## src/include/acpd_pkg.sv

```systemverilog
// Package with port offsets, field layouts and reset values for the card port decoder.
package acpd_pkg;

	localparam int ACPD_ADDR_W = 4;
	localparam logic [3:0] ACPD_OFS_CNT0 = 4'h0;
	localparam logic [3:0] ACPD_OFS_CNT1 = 4'h1;
	localparam logic [3:0] ACPD_OFS_CNT2 = 4'h2;
	localparam logic [3:0] ACPD_OFS_CNT_CTRL = 4'h3;
	localparam logic [3:0] ACPD_OFS_CONV_LO = 4'h4;
	localparam logic [3:0] ACPD_OFS_CONV_HI = 4'h5;
	localparam logic [3:0] ACPD_OFS_DIN_LO = 4'h6;
	localparam logic [3:0] ACPD_OFS_DIN_HI = 4'h7;
	localparam logic [3:0] ACPD_OFS_IRQ_CLR = 4'h8;
	localparam logic [3:0] ACPD_OFS_GAIN = 4'h9;
	localparam logic [3:0] ACPD_OFS_CHAN = 4'ha;
	localparam logic [3:0] ACPD_OFS_MODE = 4'hb;
	localparam logic [3:0] ACPD_OFS_TRIG = 4'hc;
	localparam logic [3:0] ACPD_OFS_DOUT_LO = 4'hd;
	localparam logic [3:0] ACPD_OFS_DOUT_HI = 4'he;

	localparam int ACPD_SEL_W = 3;
	localparam int ACPD_RES_W = 12;
	localparam int ACPD_FLAG_POS = 4;
	localparam logic [2:0] ACPD_CHAN_RST = 3'h0;
	localparam logic [2:0] ACPD_GAIN_RST = 3'h0;
	localparam logic [7:0] ACPD_BYTE_RST = 8'h00;
	localparam logic ACPD_FLAG_RST = 1'b1;

	// One host I/O cycle, already qualified by the base-address match.
	typedef struct packed {
		logic sel;
		logic rd;
		logic wr;
		logic [3:0] addr;
		logic [7:0] wdata;
	} acpd_io_t;

	// Strobes toward the counter chip.
	typedef struct packed {
		logic rd;
		logic wr;
		logic [1:0] addr;
		logic [7:0] wdata;
	} acpd_cnt_t;

endpackage

```

## src/rtl/acpd_port_decoder.sv

```systemverilog
// Sixteen-port host I/O decoder for the data acquisition card.
`timescale 1ns/1ps
//
// Overview of operation
// Sixteen byte ports, low four address bits.
// Ports 0-2 counters; port 3 control word.
// Port 4/5 read result, write converter output.
// Ports 6/7 read digital inputs only.
// Write port 8 clears interrupt request.
// Ports 9/10/11 load gain, channel, mode.
// Write port 12 issues software trigger.
// Ports 13/14 digital output; 15 unused.
// Result split low eight, high four bits.
// High byte bits 7-5 zero, bit4 flag.
// Flag 0 when done, 1 not ready.
// Reading result low byte sets flag.
// Channel takes bits 2-0, binary number.
// Channel write routes multiplexer immediately.
// Gain takes bits 2-0, codes 0-4.
// Host never writes gain codes 5-7.
// Eight single-ended input channels.
// Host clears interrupt after each conversion.
// Any trigger write starts one conversion.
// Reset selects channel 0, gain x1.
module acpd_port_decoder (
	input wire logic i_ref_clk,
	input wire logic i_rst,
	input wire acpd_pkg::acpd_io_t i_io,
	output logic [7:0] o_rdata,
	output logic o_rvalid,
	output acpd_pkg::acpd_cnt_t o_cnt,
	input wire logic [7:0] i_cnt_rdata,
	input wire logic [11:0] i_conv_result,
	input wire logic i_conv_done,
	input wire logic [15:0] i_digital_in_bits,
	output logic [15:0] o_digital_out,
	output logic [11:0] o_dac_value,
	output logic o_dac_update,
	output logic [2:0] o_channel_select,
	output logic [2:0] o_gain_code,
	output logic [7:0] o_mode,
	output logic o_irq_clear,
	output logic o_soft_trigger
);
	import acpd_pkg::*;

	// ==========================================================
	// Decode
	function automatic logic hit(input logic [3:0] a, input logic [3:0] ofs);
		hit = (a == ofs);
	endfunction

	logic rd_c;
	logic wr_c;
	logic [3:0] a_c;
	assign rd_c = i_io.sel && i_io.rd;
	assign wr_c = i_io.sel && i_io.wr;
	assign a_c = i_io.addr[ACPD_ADDR_W-1:0];

	// Counter pass-through; port 3 is write-only, so reads there are not forwarded.
	always_comb begin
		o_cnt.rd = rd_c && (a_c < ACPD_OFS_CNT_CTRL);
		o_cnt.wr = wr_c && (a_c <= ACPD_OFS_CNT_CTRL);
		o_cnt.addr = a_c[1:0];
		o_cnt.wdata = i_io.wdata;
	end

	// ==========================================================
	// State
	logic [7:0] rdata_ff, nxt_rdata;
	logic rvalid_ff, nxt_rvalid;
	logic [7:0] dout_lo_ff, nxt_dout_lo;
	logic [7:0] dout_hi_ff, nxt_dout_hi;
	logic [7:0] dac_lo_ff, nxt_dac_lo;
	logic [11:0] dac_ff, nxt_dac;
	logic dac_upd_ff, nxt_dac_upd;
	logic [2:0] chan_ff, nxt_chan;
	logic [2:0] gain_ff, nxt_gain;
	logic [7:0] mode_ff, nxt_mode;
	logic irq_clr_ff, nxt_irq_clr;
	logic trig_ff, nxt_trig;
	logic [11:0] result_ff, nxt_result;
	logic flag_ff, nxt_flag;

	always_comb begin
		nxt_rdata = ACPD_BYTE_RST;
		nxt_rvalid = rd_c;
		nxt_dout_lo = dout_lo_ff;
		nxt_dout_hi = dout_hi_ff;
		nxt_dac_lo = dac_lo_ff;
		nxt_dac = dac_ff;
		nxt_dac_upd = 1'b0;
		nxt_chan = chan_ff;
		nxt_gain = gain_ff;
		nxt_mode = mode_ff;
		nxt_irq_clr = 1'b0;
		nxt_trig = 1'b0;
		nxt_result = result_ff;
		nxt_flag = flag_ff;
		// Reading the low byte marks the data stale; a completion in the same cycle wins.
		if (rd_c && hit(a_c, ACPD_OFS_CONV_LO)) begin
			nxt_flag = 1'b1;
		end
		if (i_conv_done) begin
			nxt_result = i_conv_result;
			nxt_flag = 1'b0;
		end
		// A new trigger marks the result not ready while converting.
		if (wr_c && hit(a_c, ACPD_OFS_TRIG) && !i_conv_done) begin
			nxt_flag = 1'b1;
		end
		if (rd_c) begin
			case (a_c)
				ACPD_OFS_CNT0, ACPD_OFS_CNT1, ACPD_OFS_CNT2: begin
					nxt_rdata = i_cnt_rdata;
				end
				ACPD_OFS_CONV_LO: begin
					nxt_rdata = result_ff[7:0];
				end
				ACPD_OFS_CONV_HI: begin
					nxt_rdata = {3'h0, flag_ff, result_ff[ACPD_RES_W-1:8]};
				end
				ACPD_OFS_DIN_LO: begin
					nxt_rdata = i_digital_in_bits[7:0];
				end
				ACPD_OFS_DIN_HI: begin
					nxt_rdata = i_digital_in_bits[15:8];
				end
				default: begin
					nxt_rdata = ACPD_BYTE_RST;
				end
			endcase
		end
		if (wr_c) begin
			case (a_c)
				ACPD_OFS_CONV_LO: begin
					nxt_dac_lo = i_io.wdata;
				end
				ACPD_OFS_CONV_HI: begin
					// Output changes only when the high byte lands.
					nxt_dac = {i_io.wdata[3:0], dac_lo_ff};
					nxt_dac_upd = 1'b1;
				end
				ACPD_OFS_IRQ_CLR: begin
					nxt_irq_clr = 1'b1;
				end
				ACPD_OFS_GAIN: begin
					nxt_gain = i_io.wdata[ACPD_SEL_W-1:0];
				end
				ACPD_OFS_CHAN: begin
					nxt_chan = i_io.wdata[ACPD_SEL_W-1:0];
				end
				ACPD_OFS_MODE: begin
					nxt_mode = i_io.wdata;
				end
				ACPD_OFS_TRIG: begin
					nxt_trig = 1'b1;
				end
				ACPD_OFS_DOUT_LO: begin
					nxt_dout_lo = i_io.wdata;
				end
				ACPD_OFS_DOUT_HI: begin
					nxt_dout_hi = i_io.wdata;
				end
				default: begin
					nxt_mode = mode_ff;
				end
			endcase
		end
	end

	always_ff @(posedge i_ref_clk) begin
		if (i_rst) begin
			rdata_ff <= ACPD_BYTE_RST;
			rvalid_ff <= 1'b0;
			dout_lo_ff <= ACPD_BYTE_RST;
			dout_hi_ff <= ACPD_BYTE_RST;
			dac_lo_ff <= ACPD_BYTE_RST;
			dac_ff <= 12'h000;
			dac_upd_ff <= 1'b0;
			chan_ff <= ACPD_CHAN_RST;
			gain_ff <= ACPD_GAIN_RST;
			mode_ff <= ACPD_BYTE_RST;
			irq_clr_ff <= 1'b0;
			trig_ff <= 1'b0;
			result_ff <= 12'h000;
			flag_ff <= ACPD_FLAG_RST;
		end else begin
			rdata_ff <= nxt_rdata;
			rvalid_ff <= nxt_rvalid;
			dout_lo_ff <= nxt_dout_lo;
			dout_hi_ff <= nxt_dout_hi;
			dac_lo_ff <= nxt_dac_lo;
			dac_ff <= nxt_dac;
			dac_upd_ff <= nxt_dac_upd;
			chan_ff <= nxt_chan;
			gain_ff <= nxt_gain;
			mode_ff <= nxt_mode;
			irq_clr_ff <= nxt_irq_clr;
			trig_ff <= nxt_trig;
			result_ff <= nxt_result;
			flag_ff <= nxt_flag;
		end
	end

	assign o_rdata = rdata_ff;
	assign o_rvalid = rvalid_ff;
	assign o_digital_out = {dout_hi_ff, dout_lo_ff};
	assign o_dac_value = dac_ff;
	assign o_dac_update = dac_upd_ff;
	assign o_channel_select = chan_ff;
	assign o_gain_code = gain_ff;
	assign o_mode = mode_ff;
	assign o_irq_clear = irq_clr_ff;
	assign o_soft_trigger = trig_ff;

	// ==========================================================
	// Checks
	chan_load_a: assert property (@(posedge i_ref_clk) disable iff (i_rst)
		wr_c && a_c == ACPD_OFS_CHAN |=> o_channel_select == $past(i_io.wdata[2:0]))
		else $error("channel latch did not load");
	gain_load_a: assert property (@(posedge i_ref_clk) disable iff (i_rst)
		wr_c && a_c == ACPD_OFS_GAIN |=> o_gain_code == $past(i_io.wdata[2:0]))
		else $error("gain latch did not load");
	chan_hold_a: assert property (@(posedge i_ref_clk) disable iff (i_rst)
		!(wr_c && a_c == ACPD_OFS_CHAN) |=> $stable(o_channel_select))
		else $error("channel changed without write");
	trig_pulse_a: assert property (@(posedge i_ref_clk) disable iff (i_rst)
		wr_c && a_c == ACPD_OFS_TRIG |=> o_soft_trigger ##1 (!o_soft_trigger || $past(nxt_trig)))
		else $error("trigger not a single pulse");
	trig_only_a: assert property (@(posedge i_ref_clk) disable iff (i_rst)
		o_soft_trigger |-> $past(wr_c) && $past(a_c) == ACPD_OFS_TRIG)
		else $error("spurious trigger");
	irq_clear_a: assert property (@(posedge i_ref_clk) disable iff (i_rst)
		o_irq_clear == ($past(wr_c) && $past(a_c) == ACPD_OFS_IRQ_CLR))
		else $error("interrupt clear mismatch");
	hi_byte_a: assert property (@(posedge i_ref_clk) disable iff (i_rst)
		rd_c && a_c == ACPD_OFS_CONV_HI |=> o_rdata[7:5] == 3'h0 && o_rdata[4] == $past(flag_ff))
		else $error("high byte format wrong");
	flag_done_a: assert property (@(posedge i_ref_clk) disable iff (i_rst)
		i_conv_done |=> !flag_ff && result_ff == $past(i_conv_result))
		else $error("done not captured");
	flag_set_a: assert property (@(posedge i_ref_clk) disable iff (i_rst)
		rd_c && a_c == ACPD_OFS_CONV_LO && !i_conv_done |=> flag_ff)
		else $error("low read did not set flag");
	din_read_a: assert property (@(posedge i_ref_clk) disable iff (i_rst)
		rd_c && a_c == ACPD_OFS_DIN_HI |=> o_rdata == $past(i_digital_in_bits[15:8]))
		else $error("digital in high wrong");
	dac_double_a: assert property (@(posedge i_ref_clk) disable iff (i_rst)
		wr_c && a_c == ACPD_OFS_CONV_LO |=> $stable(o_dac_value))
		else $error("converter output changed on low byte");
	unused_rd_a: assert property (@(posedge i_ref_clk) disable iff (i_rst)
		rd_c && a_c == 4'hf |=> o_rdata == 8'h00)
		else $error("unused port read nonzero");
	// Every read is answered once, and an idle cycle leaves the read byte at zero.
	read_answer_a: assert property (@(posedge i_ref_clk) disable iff (i_rst)
		rd_c |=> o_rvalid)
		else $error("read not answered");
	read_idle_a: assert property (@(posedge i_ref_clk) disable iff (i_rst)
		!rd_c |=> !o_rvalid && o_rdata == ACPD_BYTE_RST)
		else $error("read data without read");
	cnt_read_a: assert property (@(posedge i_ref_clk) disable iff (i_rst)
		rd_c && a_c < ACPD_OFS_CNT_CTRL |-> o_cnt.rd && o_cnt.addr == a_c[1:0])
		else $error("counter read not forwarded");
	cnt_ctrl_a: assert property (@(posedge i_ref_clk) disable iff (i_rst)
		rd_c && a_c >= ACPD_OFS_CNT_CTRL |-> !o_cnt.rd)
		else $error("counter read outside counters");
	cnt_write_a: assert property (@(posedge i_ref_clk) disable iff (i_rst)
		wr_c && a_c <= ACPD_OFS_CNT_CTRL |-> o_cnt.wr && o_cnt.wdata == i_io.wdata)
		else $error("counter write not forwarded");
	cnt_data_a: assert property (@(posedge i_ref_clk) disable iff (i_rst)
		rd_c && a_c < ACPD_OFS_CNT_CTRL |=> o_rdata == $past(i_cnt_rdata))
		else $error("counter read data wrong");
	lo_byte_a: assert property (@(posedge i_ref_clk) disable iff (i_rst)
		rd_c && a_c == ACPD_OFS_CONV_LO |=> o_rdata == $past(result_ff[7:0]))
		else $error("result low byte wrong");
	hi_nibble_a: assert property (@(posedge i_ref_clk) disable iff (i_rst)
		rd_c && a_c == ACPD_OFS_CONV_HI |=> o_rdata[3:0] == $past(result_ff[11:8]))
		else $error("result high bits wrong");
	din_low_a: assert property (@(posedge i_ref_clk) disable iff (i_rst)
		rd_c && a_c == ACPD_OFS_DIN_LO |=> o_rdata == $past(i_digital_in_bits[7:0]))
		else $error("digital in low wrong");
	din_nowrite_a: assert property (@(posedge i_ref_clk) disable iff (i_rst)
		wr_c && (a_c == ACPD_OFS_DIN_LO || a_c == ACPD_OFS_DIN_HI) |=> $stable(o_digital_out))
		else $error("digital in write had effect");
	unused_wr_a: assert property (@(posedge i_ref_clk) disable iff (i_rst)
		wr_c && a_c == 4'hf |=> $stable(o_digital_out) && !o_irq_clear && !o_soft_trigger)
		else $error("unused port write had effect");
	dout_low_a: assert property (@(posedge i_ref_clk) disable iff (i_rst)
		wr_c && a_c == ACPD_OFS_DOUT_LO |=> o_digital_out[7:0] == $past(i_io.wdata))
		else $error("digital out low not loaded");
	dout_high_a: assert property (@(posedge i_ref_clk) disable iff (i_rst)
		wr_c && a_c == ACPD_OFS_DOUT_HI |=> o_digital_out[15:8] == $past(i_io.wdata))
		else $error("digital out high not loaded");
	mode_load_a: assert property (@(posedge i_ref_clk) disable iff (i_rst)
		wr_c && a_c == ACPD_OFS_MODE |=> o_mode == $past(i_io.wdata))
		else $error("mode latch did not load");
	dac_load_a: assert property (@(posedge i_ref_clk) disable iff (i_rst)
		wr_c && a_c == ACPD_OFS_CONV_HI |=> o_dac_update && o_dac_value == $past({i_io.wdata[3:0], dac_lo_ff}))
		else $error("converter output not loaded");
	dac_hold_a: assert property (@(posedge i_ref_clk) disable iff (i_rst)
		!(wr_c && a_c == ACPD_OFS_CONV_HI) |=> !o_dac_update && $stable(o_dac_value))
		else $error("converter output changed without high byte");
	gain_hold_a: assert property (@(posedge i_ref_clk) disable iff (i_rst)
		!(wr_c && a_c == ACPD_OFS_GAIN) |=> $stable(o_gain_code))
		else $error("gain changed without write");
	flag_trig_a: assert property (@(posedge i_ref_clk) disable iff (i_rst)
		wr_c && a_c == ACPD_OFS_TRIG && !i_conv_done |=> flag_ff)
		else $error("trigger did not mark result stale");
	reset_sel_a: assert property (@(posedge i_ref_clk) disable iff (i_rst)
		$past(i_rst) |-> o_channel_select == ACPD_CHAN_RST && o_gain_code == ACPD_GAIN_RST)
		else $error("latches not at reset selection");

endmodule // acpd_port_decoder

```

## config.mk

```make
export PLATFORM = sky130hd
export DESIGN_NAME = acpd_port_decoder
export DESIGN_NICKNAME = d
export VERILOG_FILES = /design/src/include/acpd_pkg.sv /design/src/rtl/acpd_port_decoder.sv
export SDC_FILE = /design/constraint.sdc
export NUM_CORES = 1
export LEC_CHECK = 0
export ABC_AREA = 0
export BUFFER_PORTS_ARGS = -buffer_cell sky130_fd_sc_hd__buf_2
export CAP_MARGIN = 20
export CELL_PAD_IN_SITES_DETAIL_PLACEMENT = 2
export CELL_PAD_IN_SITES_GLOBAL_PLACEMENT = 2
export CORE_ASPECT_RATIO = 0.8
export CORE_MARGIN = 4
export CORE_UTILIZATION = 27
export DETAILED_ROUTE_END_ITERATION = 12
export PLACE_DENSITY_LB_ADDON = 0.1
export RECOVER_POWER = 50
export SKIP_CTS_REPAIR_TIMING = 1
export SLEW_MARGIN = 5
export SYNTH_ARGS = -nofsm -noshare
export SYNTH_HDL_FRONTEND = slang
export SYNTH_SLANG_ARGS = --single-unit
```

## constraint.sdc

```tcl
create_clock -name i_ref_clk -period 1.75 [get_ports i_ref_clk]
set_input_delay 0.35 -clock i_ref_clk [delete_from_list [all_inputs] [get_ports i_ref_clk]]
set_output_delay 0.35 -clock i_ref_clk [all_outputs]
set_load 0.05 [all_outputs]
```

==> impl_metrics.ini, run 1 <==
[timing]
fmax_mhz = 624
maxSlewHeadroom = 0.0317
period_needed_ns = 1.60
tns_ns = 0
hold_viol_final = 0
fin_skew_ns = 0.00272
worst_slew_pin_slew_ns = 1.45
setup_viol = 0
final-max-slew-violation-count = 0
worst_hold_slack_ns = 0.246
rsz0062_at_grt = no
timing.final.ws_setup_ns = 0.148
period_share = 0.915

[drt]
wire_per_inst_um = 19.7
drc = 0
postRouteWirelength_um = 12100
viasPerCell = 5.14
drtAntennaViolNets = 0
drtIter0Drc = 108
first_pass_iters = 4
vias = 3164

[synthesis]
synthArstFlopShare = 0
synth_compound_area_frac = 0.210
syn_inst = 361
seq_area_frac_synth = 0.477
ys_warn_count = 0
synthDistinctLibCells = 32
synth_seq_cells = 75
synth_area_per_cell_um2 = 8.72
syn_area_um2 = 3150
synth_top_family_by_area = compound AO/OA/AOI/OAI gates
synth_adder_area_share = 0
synth_mux_area_frac = 0.0704
syn_nets = 415
synth_xor_area_frac = 0
synth_edf_count = 0
ys_dominant_reg_cell = dfxtp_1
synth-simple-area-share = 0.166

[floorplanning]
start_util = 0.282
fp-row-count = 34
die_w_um = 129
core_um2 = 11100
die_area_um2 = 13500
io_pins = 120
die_y_um = 105

[global_routing]
antenna_found_initial = 0
grt_pass1_vias = 3433
grt_usage = 0.184
grt_pass1_wl_um = 19400
grt_max_degree = 68
overflow = 0

[power]
power_density_nw_per_um2 = 989
p_seq_frac = 0.426
power_switching_w = 0.00105
p_int_w = 0.00306
swShare = 0.255
combinationalPowerShare = 0.109
clkPwrFrac = 0.465
ir_drop_mv = 0.429
leakage_nw = 1.70

[outcome]
status = finished, final reports clean

[place]
io_buffers = 119
place_inst = 600
place_ws_ns = 0.0474
dp_hpwl_um = 8800
gp_congestion = 0.754

[critical_path]
worstPathCellList = buf_2 > a211oi_1 > nor2b_2 > buf_2
cp-start-kind = primary input
r2r-start = result_ff[7]
critical_path_class = primary input to output port
cp.arrival_ns = 1.25
cpMaxStageDelayCell = a211oi_1
path_max_fanout = 4
required_ns = 1.40
crit_path_start = i_io[8]
end_kind = output port
cpMostUsedCell = buf_2
slowest_delay_ns = 0.31

[finish]
final_cell_mix = buf_2 (99), dfxtp_1 (75), a21oi_1 (55)
fin_cells = 616
regArea_um2 = 1500
drive_gt1_frac = 0.314
area_growth_pct = 32.1
final_common_cell = buf_2
multi_input_area_um2 = 1410
fillers = 1326
layout.nets = 521
antenna_cells = 0

[clocking]
clk_pin_slew_worst_paths_ns = 0.06
insertion_delay_ns = 0.34
numCtsBuffers = 9
cts_tree = done
clkSinkCount = 75
cts.htree.levels = 3
clock_path_buffers = 2
root_buffer = clkbuf_16

[job]
max-cap-violations = 0

[worst_hold_path]
hp-start = i_conv_result[1]
hold_class = primary input to flop
[power by group through the flow]
| stage | combinational, W | clock, W | sequential, W |
|---|---|---|---|
| after floorplan | 0.000249 | 0 | 0.00182 |
| after global placement | 0.000451 | 0 | 0.00179 |
| after detailed placement | 0.000463 | 0 | 0.00179 |
| after CTS | 0.000463 | 0.00197 | 0.00175 |
| after global routing | 0.000489 | 0.00205 | 0.00175 |
| final | 0.000447 | 0.00191 | 0.00175 |
[registers in the layout (all words and copies together) (netlist names), 3 cells and up]
| signal | cells |
|---|---|
| o_gain_code | 3 |
| result_ff | 12 |
| o_channel_select | 3 |
| o_dac_value | 12 |
| o_mode | 8 |
| dout_hi_ff | 8 |
| dout_lo_ff | 8 |
| dac_lo_ff | 8 |
| o_rdata | 8 |
[Yosys cell counts, types with 2 or more instances]
master	instances	area share
dfxtp_1	75	0.48
a21oi_1	55	0.087
nand3_1	50	0.080
o21ai_0	48	0.076
clkbuf_1	18	0.021
nor2_1	17	0.020
buf_2	14	0.022
mux2i_1	12	0.038
a22oi_1	10	0.024
buf_4	10	0.024
mux2_2	9	0.032
nor3_1	7	0.011
and4b_1	4	0.013
nand2_1	4	0.0048
a221oi_1	3	0.0084
buf_1	3	0.0036
nand4b_1	3	0.0084
nor2b_1	3	0.0060
nand2b_1	2	0.0040
o21ai_1	2	0.0032
[metal layers]
layer  GRT usage  vias up  routed length [um]  share of wire
li1            -     1506                   -              -
met1       0.253     1581                5960           0.49
met2       0.280       72                5460           0.45
met3      0.0612        5                 644          0.053
met4      0.0420        0                  75         0.0062
met5           0        -                   0              0
[path summary, 6_finish.rpt]
kind,endpoint,slack (ns),cells after the start
hold / removal,result_ff[1],0.25,3
hold reg to reg,dout_lo_ff[7],0.48,2
setup / recovery,o_cnt[11],0.15,4
setup reg to reg,o_rdata[7],0.60,3
[final cells by class]
type	count	area share
clock inverters	4	0.0117
inverters	1	0.000903
multi-input cells	239	0.340
repair buffers	141	0.182
well taps	144	0.0433
flip-flops and latches	75	0.361
clock buffers	12	0.0617
[cells by family (layout without fill, tap and decap cells)]
group	count (synthesis)	after routing
buffers and inverters	47	158
AO/OA/AOI/OAI	122	122
AND/OR/NAND/NOR	96	96
multiplexers	21	21
flip-flops	75	75
[worst max-delay path, delay by kind of cell]
kind / cells / cell delay [ns]
buf+inv: 2 / 0.40
compound gates: 1 / 0.31
simple gates: 1 / 0.19
[per-stage QoR]
stage,area (um^2),util,total power (W)
2_1_floorplan,3150,-,0.00206
3_3_place_gp,3900,0.350,0.00224
3_5_place_dp,3900,0.350,0.00225
4_1_cts,4200,0.377,0.00418
5_1_grt,4160,0.373,0.00429
6_report,4160,0.373,0.00411
Note: power is estimated with default switching activity, not from simulation.
==> inputs of run 2 (changes only) <==
Clock period 1.75 ns to 1.62 ns, I/O delays scaled along.
==> run 2 against run 1 <==
Against the previous run:
- combinational power increased by 10%
- die area unchanged
- register-to-register slack lost 0.07 ns
- sequential share of layout area fell by 0.44 points
- non-clock buffer count increased by 3
- hold slack lost 0.014 ns
- flip-flop and latch count unchanged
- total power rose by 7.9%
- largest cell class unchanged
==> impl_metrics.ini, run 2 (synthesis results as in run 1) <==
[place]
dp_hpwl_um = 8620
gp_congestion = 0.709
io_buffers = 119
place_ws_ns = -0.00915

[finish]
antenna_cells = 0
layout.nets = 524
final_common_cell = buf_2
fillers = 1314
final_cell_mix = buf_2 (109), dfxtp_1 (75), a21oi_1 (55)
drive_gt1_frac = 0.339
regArea_um2 = 1500
multi_input_area_um2 = 1420
area_growth_pct = 33.7

[power]
p_int_w = 0.00332
p_seq_frac = 0.426
clkPwrFrac = 0.463
power_density_nw_per_um2 = 1050
power_switching_w = 0.00112
ir_drop_mv = 0.568
swShare = 0.252
leakage_nw = 1.77
combinationalPowerShare = 0.111

[timing]
timing.final.ws_setup_ns = 0.142
fmax_mhz = 677
worst_slew_pin_slew_ns = 0.817
hold_viol_final = 0
rsz0062_at_grt = no
final-max-slew-violation-count = 0
period_share = 0.912
setup_viol = 0
maxSlewHeadroom = 0.455
period_needed_ns = 1.48
fin_skew_ns = 0.00215
worst_hold_slack_ns = 0.232

[clocking]
cts.htree.levels = 3
root_buffer = clkbuf_16
clkSinkCount = 75
insertion_delay_ns = 0.33
cts_tree = done
numCtsBuffers = 9
clock_path_buffers = 2
clk_pin_slew_worst_paths_ns = 0.06

[drt]
postRouteWirelength_um = 12000
wire_per_inst_um = 19.3
first_pass_iters = 6
drtAntennaViolNets = 0
drc = 0
drtIter0Drc = 176
vias = 3169
viasPerCell = 5.12

[critical_path]
path_max_fanout = 3
cp-start-kind = primary input
required_ns = 1.30
cp.arrival_ns = 1.15
critical_path_class = primary input to output port
end_kind = output port

[global_routing]
antenna_found_initial = 0
grt_usage = 0.179
grt_pass1_vias = 3388
overflow = 0
grt_pass1_wl_um = 18900
grt_max_degree = 68

[floorplanning]
die_y_um = 105
io_pins = 120
fp-row-count = 34
core_um2 = 11100
start_util = 0.282
die_area_um2 = 13500
die_w_um = 129

[outcome]
status = finished, final reports clean

[worst_hold_path]
hold_class = primary input to flop

[job]
max-cap-violations = 0
run 2: per-layer routing:
metal | vias to the layer above | GRT usage | wire length (um)
met2 | 75 | 0.274 | 5350
met4 | 0 | 0.0360 | 98
met1 | 1573 | 0.251 | 5850
met3 | 5 | 0.0535 | 666
met5 | - | 0 | 0
li1 | 1516 | - | -
run 2: worst max-delay path: stages:
cell and delay (ns):
buf_2 0.13, a211oi_2 0.27, nor2b_2 0.17, buf_2 0.26
run 2: area by class of cell:
cell class / count / area share
Clock buffer: 12 / 0.0610
Clock inverter: 4 / 0.0116
Inverter: 1 / 0.000892
Multi-Input combinational cell: 239 / 0.337
Sequential cell: 75 / 0.357
Tap cell: 144 / 0.0428
Timing Repair Buffer: 144 / 0.190
run 2: stage by stage:
step	util	cell area [um^2]	total power [W]	setup TNS [ns]	instances
6_report	0.378	4210	0.00443	0	619
3_5_place_dp	0.353	3930	0.00244	-0.00915	603
5_1_grt	0.378	4210	0.00463	0	619
4_1_cts	0.380	4240	0.00450	0	619
2_1_floorplan	-	3150	0.00223	-0.201	361
3_3_place_gp	0.353	3930	0.00243	0	603
run 2: path summary, 6_finish.rpt:
check | start | endpoint | slack (ns) | cells past startpoint
max reg2reg | result_ff[6] | o_rdata[6] | 0.53 | 3
max | i_io[8] | o_cnt[11] | 0.14 | 4
min | i_conv_result[0] | result_ff[0] | 0.23 | 3
min reg2reg | dac_lo_ff[1] | o_dac_value[1] | 0.47 | 2
run 2: power by group through the flow:
stage	logic, W	registers, W	clock network, W
after floorplan	0.000269	0.00196	0
after global placement	0.000495	0.00193	0
after detailed placement	0.000504	0.00193	0
after CTS	0.000505	0.00189	0.00211
after global routing	0.000534	0.00189	0.00221
final	0.000492	0.00189	0.00205
==> inputs of run 3 (changes only) <==
Settings changed: BUFFER_PORTS_ARGS -buffer_cell sky130_fd_sc_hd__buf_2 to default, CORE_ASPECT_RATIO 0.8 to 1.4, CORE_MARGIN 4 to default, CORE_UTILIZATION 27 to 30, DONT_BUFFER_PORTS from default to 1.
==> run 3 against run 2 <==
Against the previous run:
- final cell count is 20% lower
- hold slack got worse by 0.17 ns
- register-to-register slack worse by 0.04 ns
- via count down 14%
- first-iteration DRC count shrank 52%
- combinational power shrank 58%
- clock skew increased by 0.0026 ns
- sequential share of layout area grew 6.0 points
==> impl_metrics.ini, run 3 (synthesis results as in run 1) <==
[outcome]
status = finished, final reports clean

[clocking]
insertion_delay_ns = 0.33
clock_path_buffers = 2
cts_tree = done
clk_pin_slew_worst_paths_ns = 0.06
root_buffer = clkbuf_16
numCtsBuffers = 9
clkSinkCount = 75
cts.htree.levels = 3

[drt]
wire_per_inst_um = 20.5
postRouteWirelength_um = 10100
vias = 2712
first_pass_iters = 4
viasPerCell = 5.49
drtIter0Drc = 85
drtAntennaViolNets = 0
drc = 0

[place]
io_buffers = 0
place_inst = 478
gp_congestion = 0.708
dp_hpwl_um = 7100
place_ws_ns = 0.269

[global_routing]
antenna_found_initial = 0
grt_max_degree = 69
grt_pass1_vias = 2813
grt_use_met1 = 0.211
met3_usage = 0.0581
grtUsageMet2 = 0.355
grt_pass1_wl_um = 15500
grt.busiest_layer = met2
overflow = 0
grt_usage = 0.195

[critical_path]
critical_path_class = flop to output port
cp.arrival_ns = 1.01
required_ns = 1.30
cp-start-kind = flop
path_max_fanout = 2
end_kind = output port

[timing]
rsz0062_at_grt = no
final-max-slew-violation-count = 0
fmax_mhz = 750
worst_hold_slack_ns = 0.0610
hold_viol_final = 0
period_needed_ns = 1.33
setup_viol = 0
period_share = 0.823
tns_ns = 0
maxSlewHeadroom = 0.598
timing.final.ws_setup_ns = 0.287
worst_slew_pin_slew_ns = 0.605
fin_skew_ns = 0.00478

[power]
power_switching_w = 0.000948
combinationalPowerShare = 0.050
p_seq_frac = 0.463
power_density_nw_per_um2 = 1150
p_int_w = 0.00319
leakage_nw = 1.24
clkPwrFrac = 0.487
swShare = 0.229
ir_drop_mv = 0.569

[finish]
antenna_cells = 0
final_cell_mix = dfxtp_1 (75), a21oi_1 (55), nand3_1 (50), o21ai_0 (50), buf_4 (25)
fin_cells = 494
area_growth_pct = 14.6
regArea_um2 = 1500
drive_gt1_frac = 0.156
final_common_cell = dfxtp_1
layout.nets = 408
fin_util = 0.358
fillers = 1158
multi_input_area_um2 = 1410

[floorplanning]
die_area_um2 = 10900
die_y_um = 123
start_util = 0.313
die_w_um = 88.6
io_pins = 120
core_um2 = 10100
fp-row-count = 43

[worst_hold_path]
hold_class = primary input to flop

[job]
max-cap-violations = 0
==> run 3: cell types whose count changed in the layout (fill, tap and decap cells not counted), sizes merged <==
cell / change
buf: -104
clkbuf: -14
clkinv: +1
clkinvlp: +1
==> run 3: routing by layer <==
metal,up-vias,share of wire
met5,-,0
met4,0,0.015
met3,11,0.062
met2,74,0.53
met1,1350,0.39
li1,1277,-
==> run 3: layout make-up <==
type	count	area share
tap	135	0.0468
clock inverter	6	0.0180
timing repair buffer	28	0.0600
inverter	1	0.00104
sequential	75	0.416
clock buffer	10	0.0663
multi-input combinational	239	0.391
==> run 3: final timing paths <==
kind                                            end  slack [ns]                 from  depth (start not counted)
worst min-delay path                      o_mode[2]        0.06                i_rst                          1
worst max register to register           o_rdata[6]        0.49         result_ff[6]                          3
worst max-delay path            o_channel_select[0]        0.29  o_channel_select[0]                          0
worst min register to register       o_dac_value[2]        0.46         dac_lo_ff[2]                          2
==> run 3: per-stage QoR <==
stage	instance area [um^2]	total power, W
3_3_place_gp	3310	0.00217
2_1_floorplan	3150	0.00223
3_5_place_dp	3310	0.00217
5_1_grt	3610	0.00429
6_report	3610	0.00414
4_1_cts	3610	0.00422
==> run 3: power by group through the flow <==
stage	logic [W]	registers, W	clock network, W
6_report	0.000206	0.00192	0.00202
4_1_cts	0.000214	0.00192	0.00208
5_1_grt	0.000227	0.00192	0.00214
3_5_place_dp	0.000213	0.00196	0
2_1_floorplan	0.000269	0.00196	0
3_3_place_gp	0.000211	0.00196	0
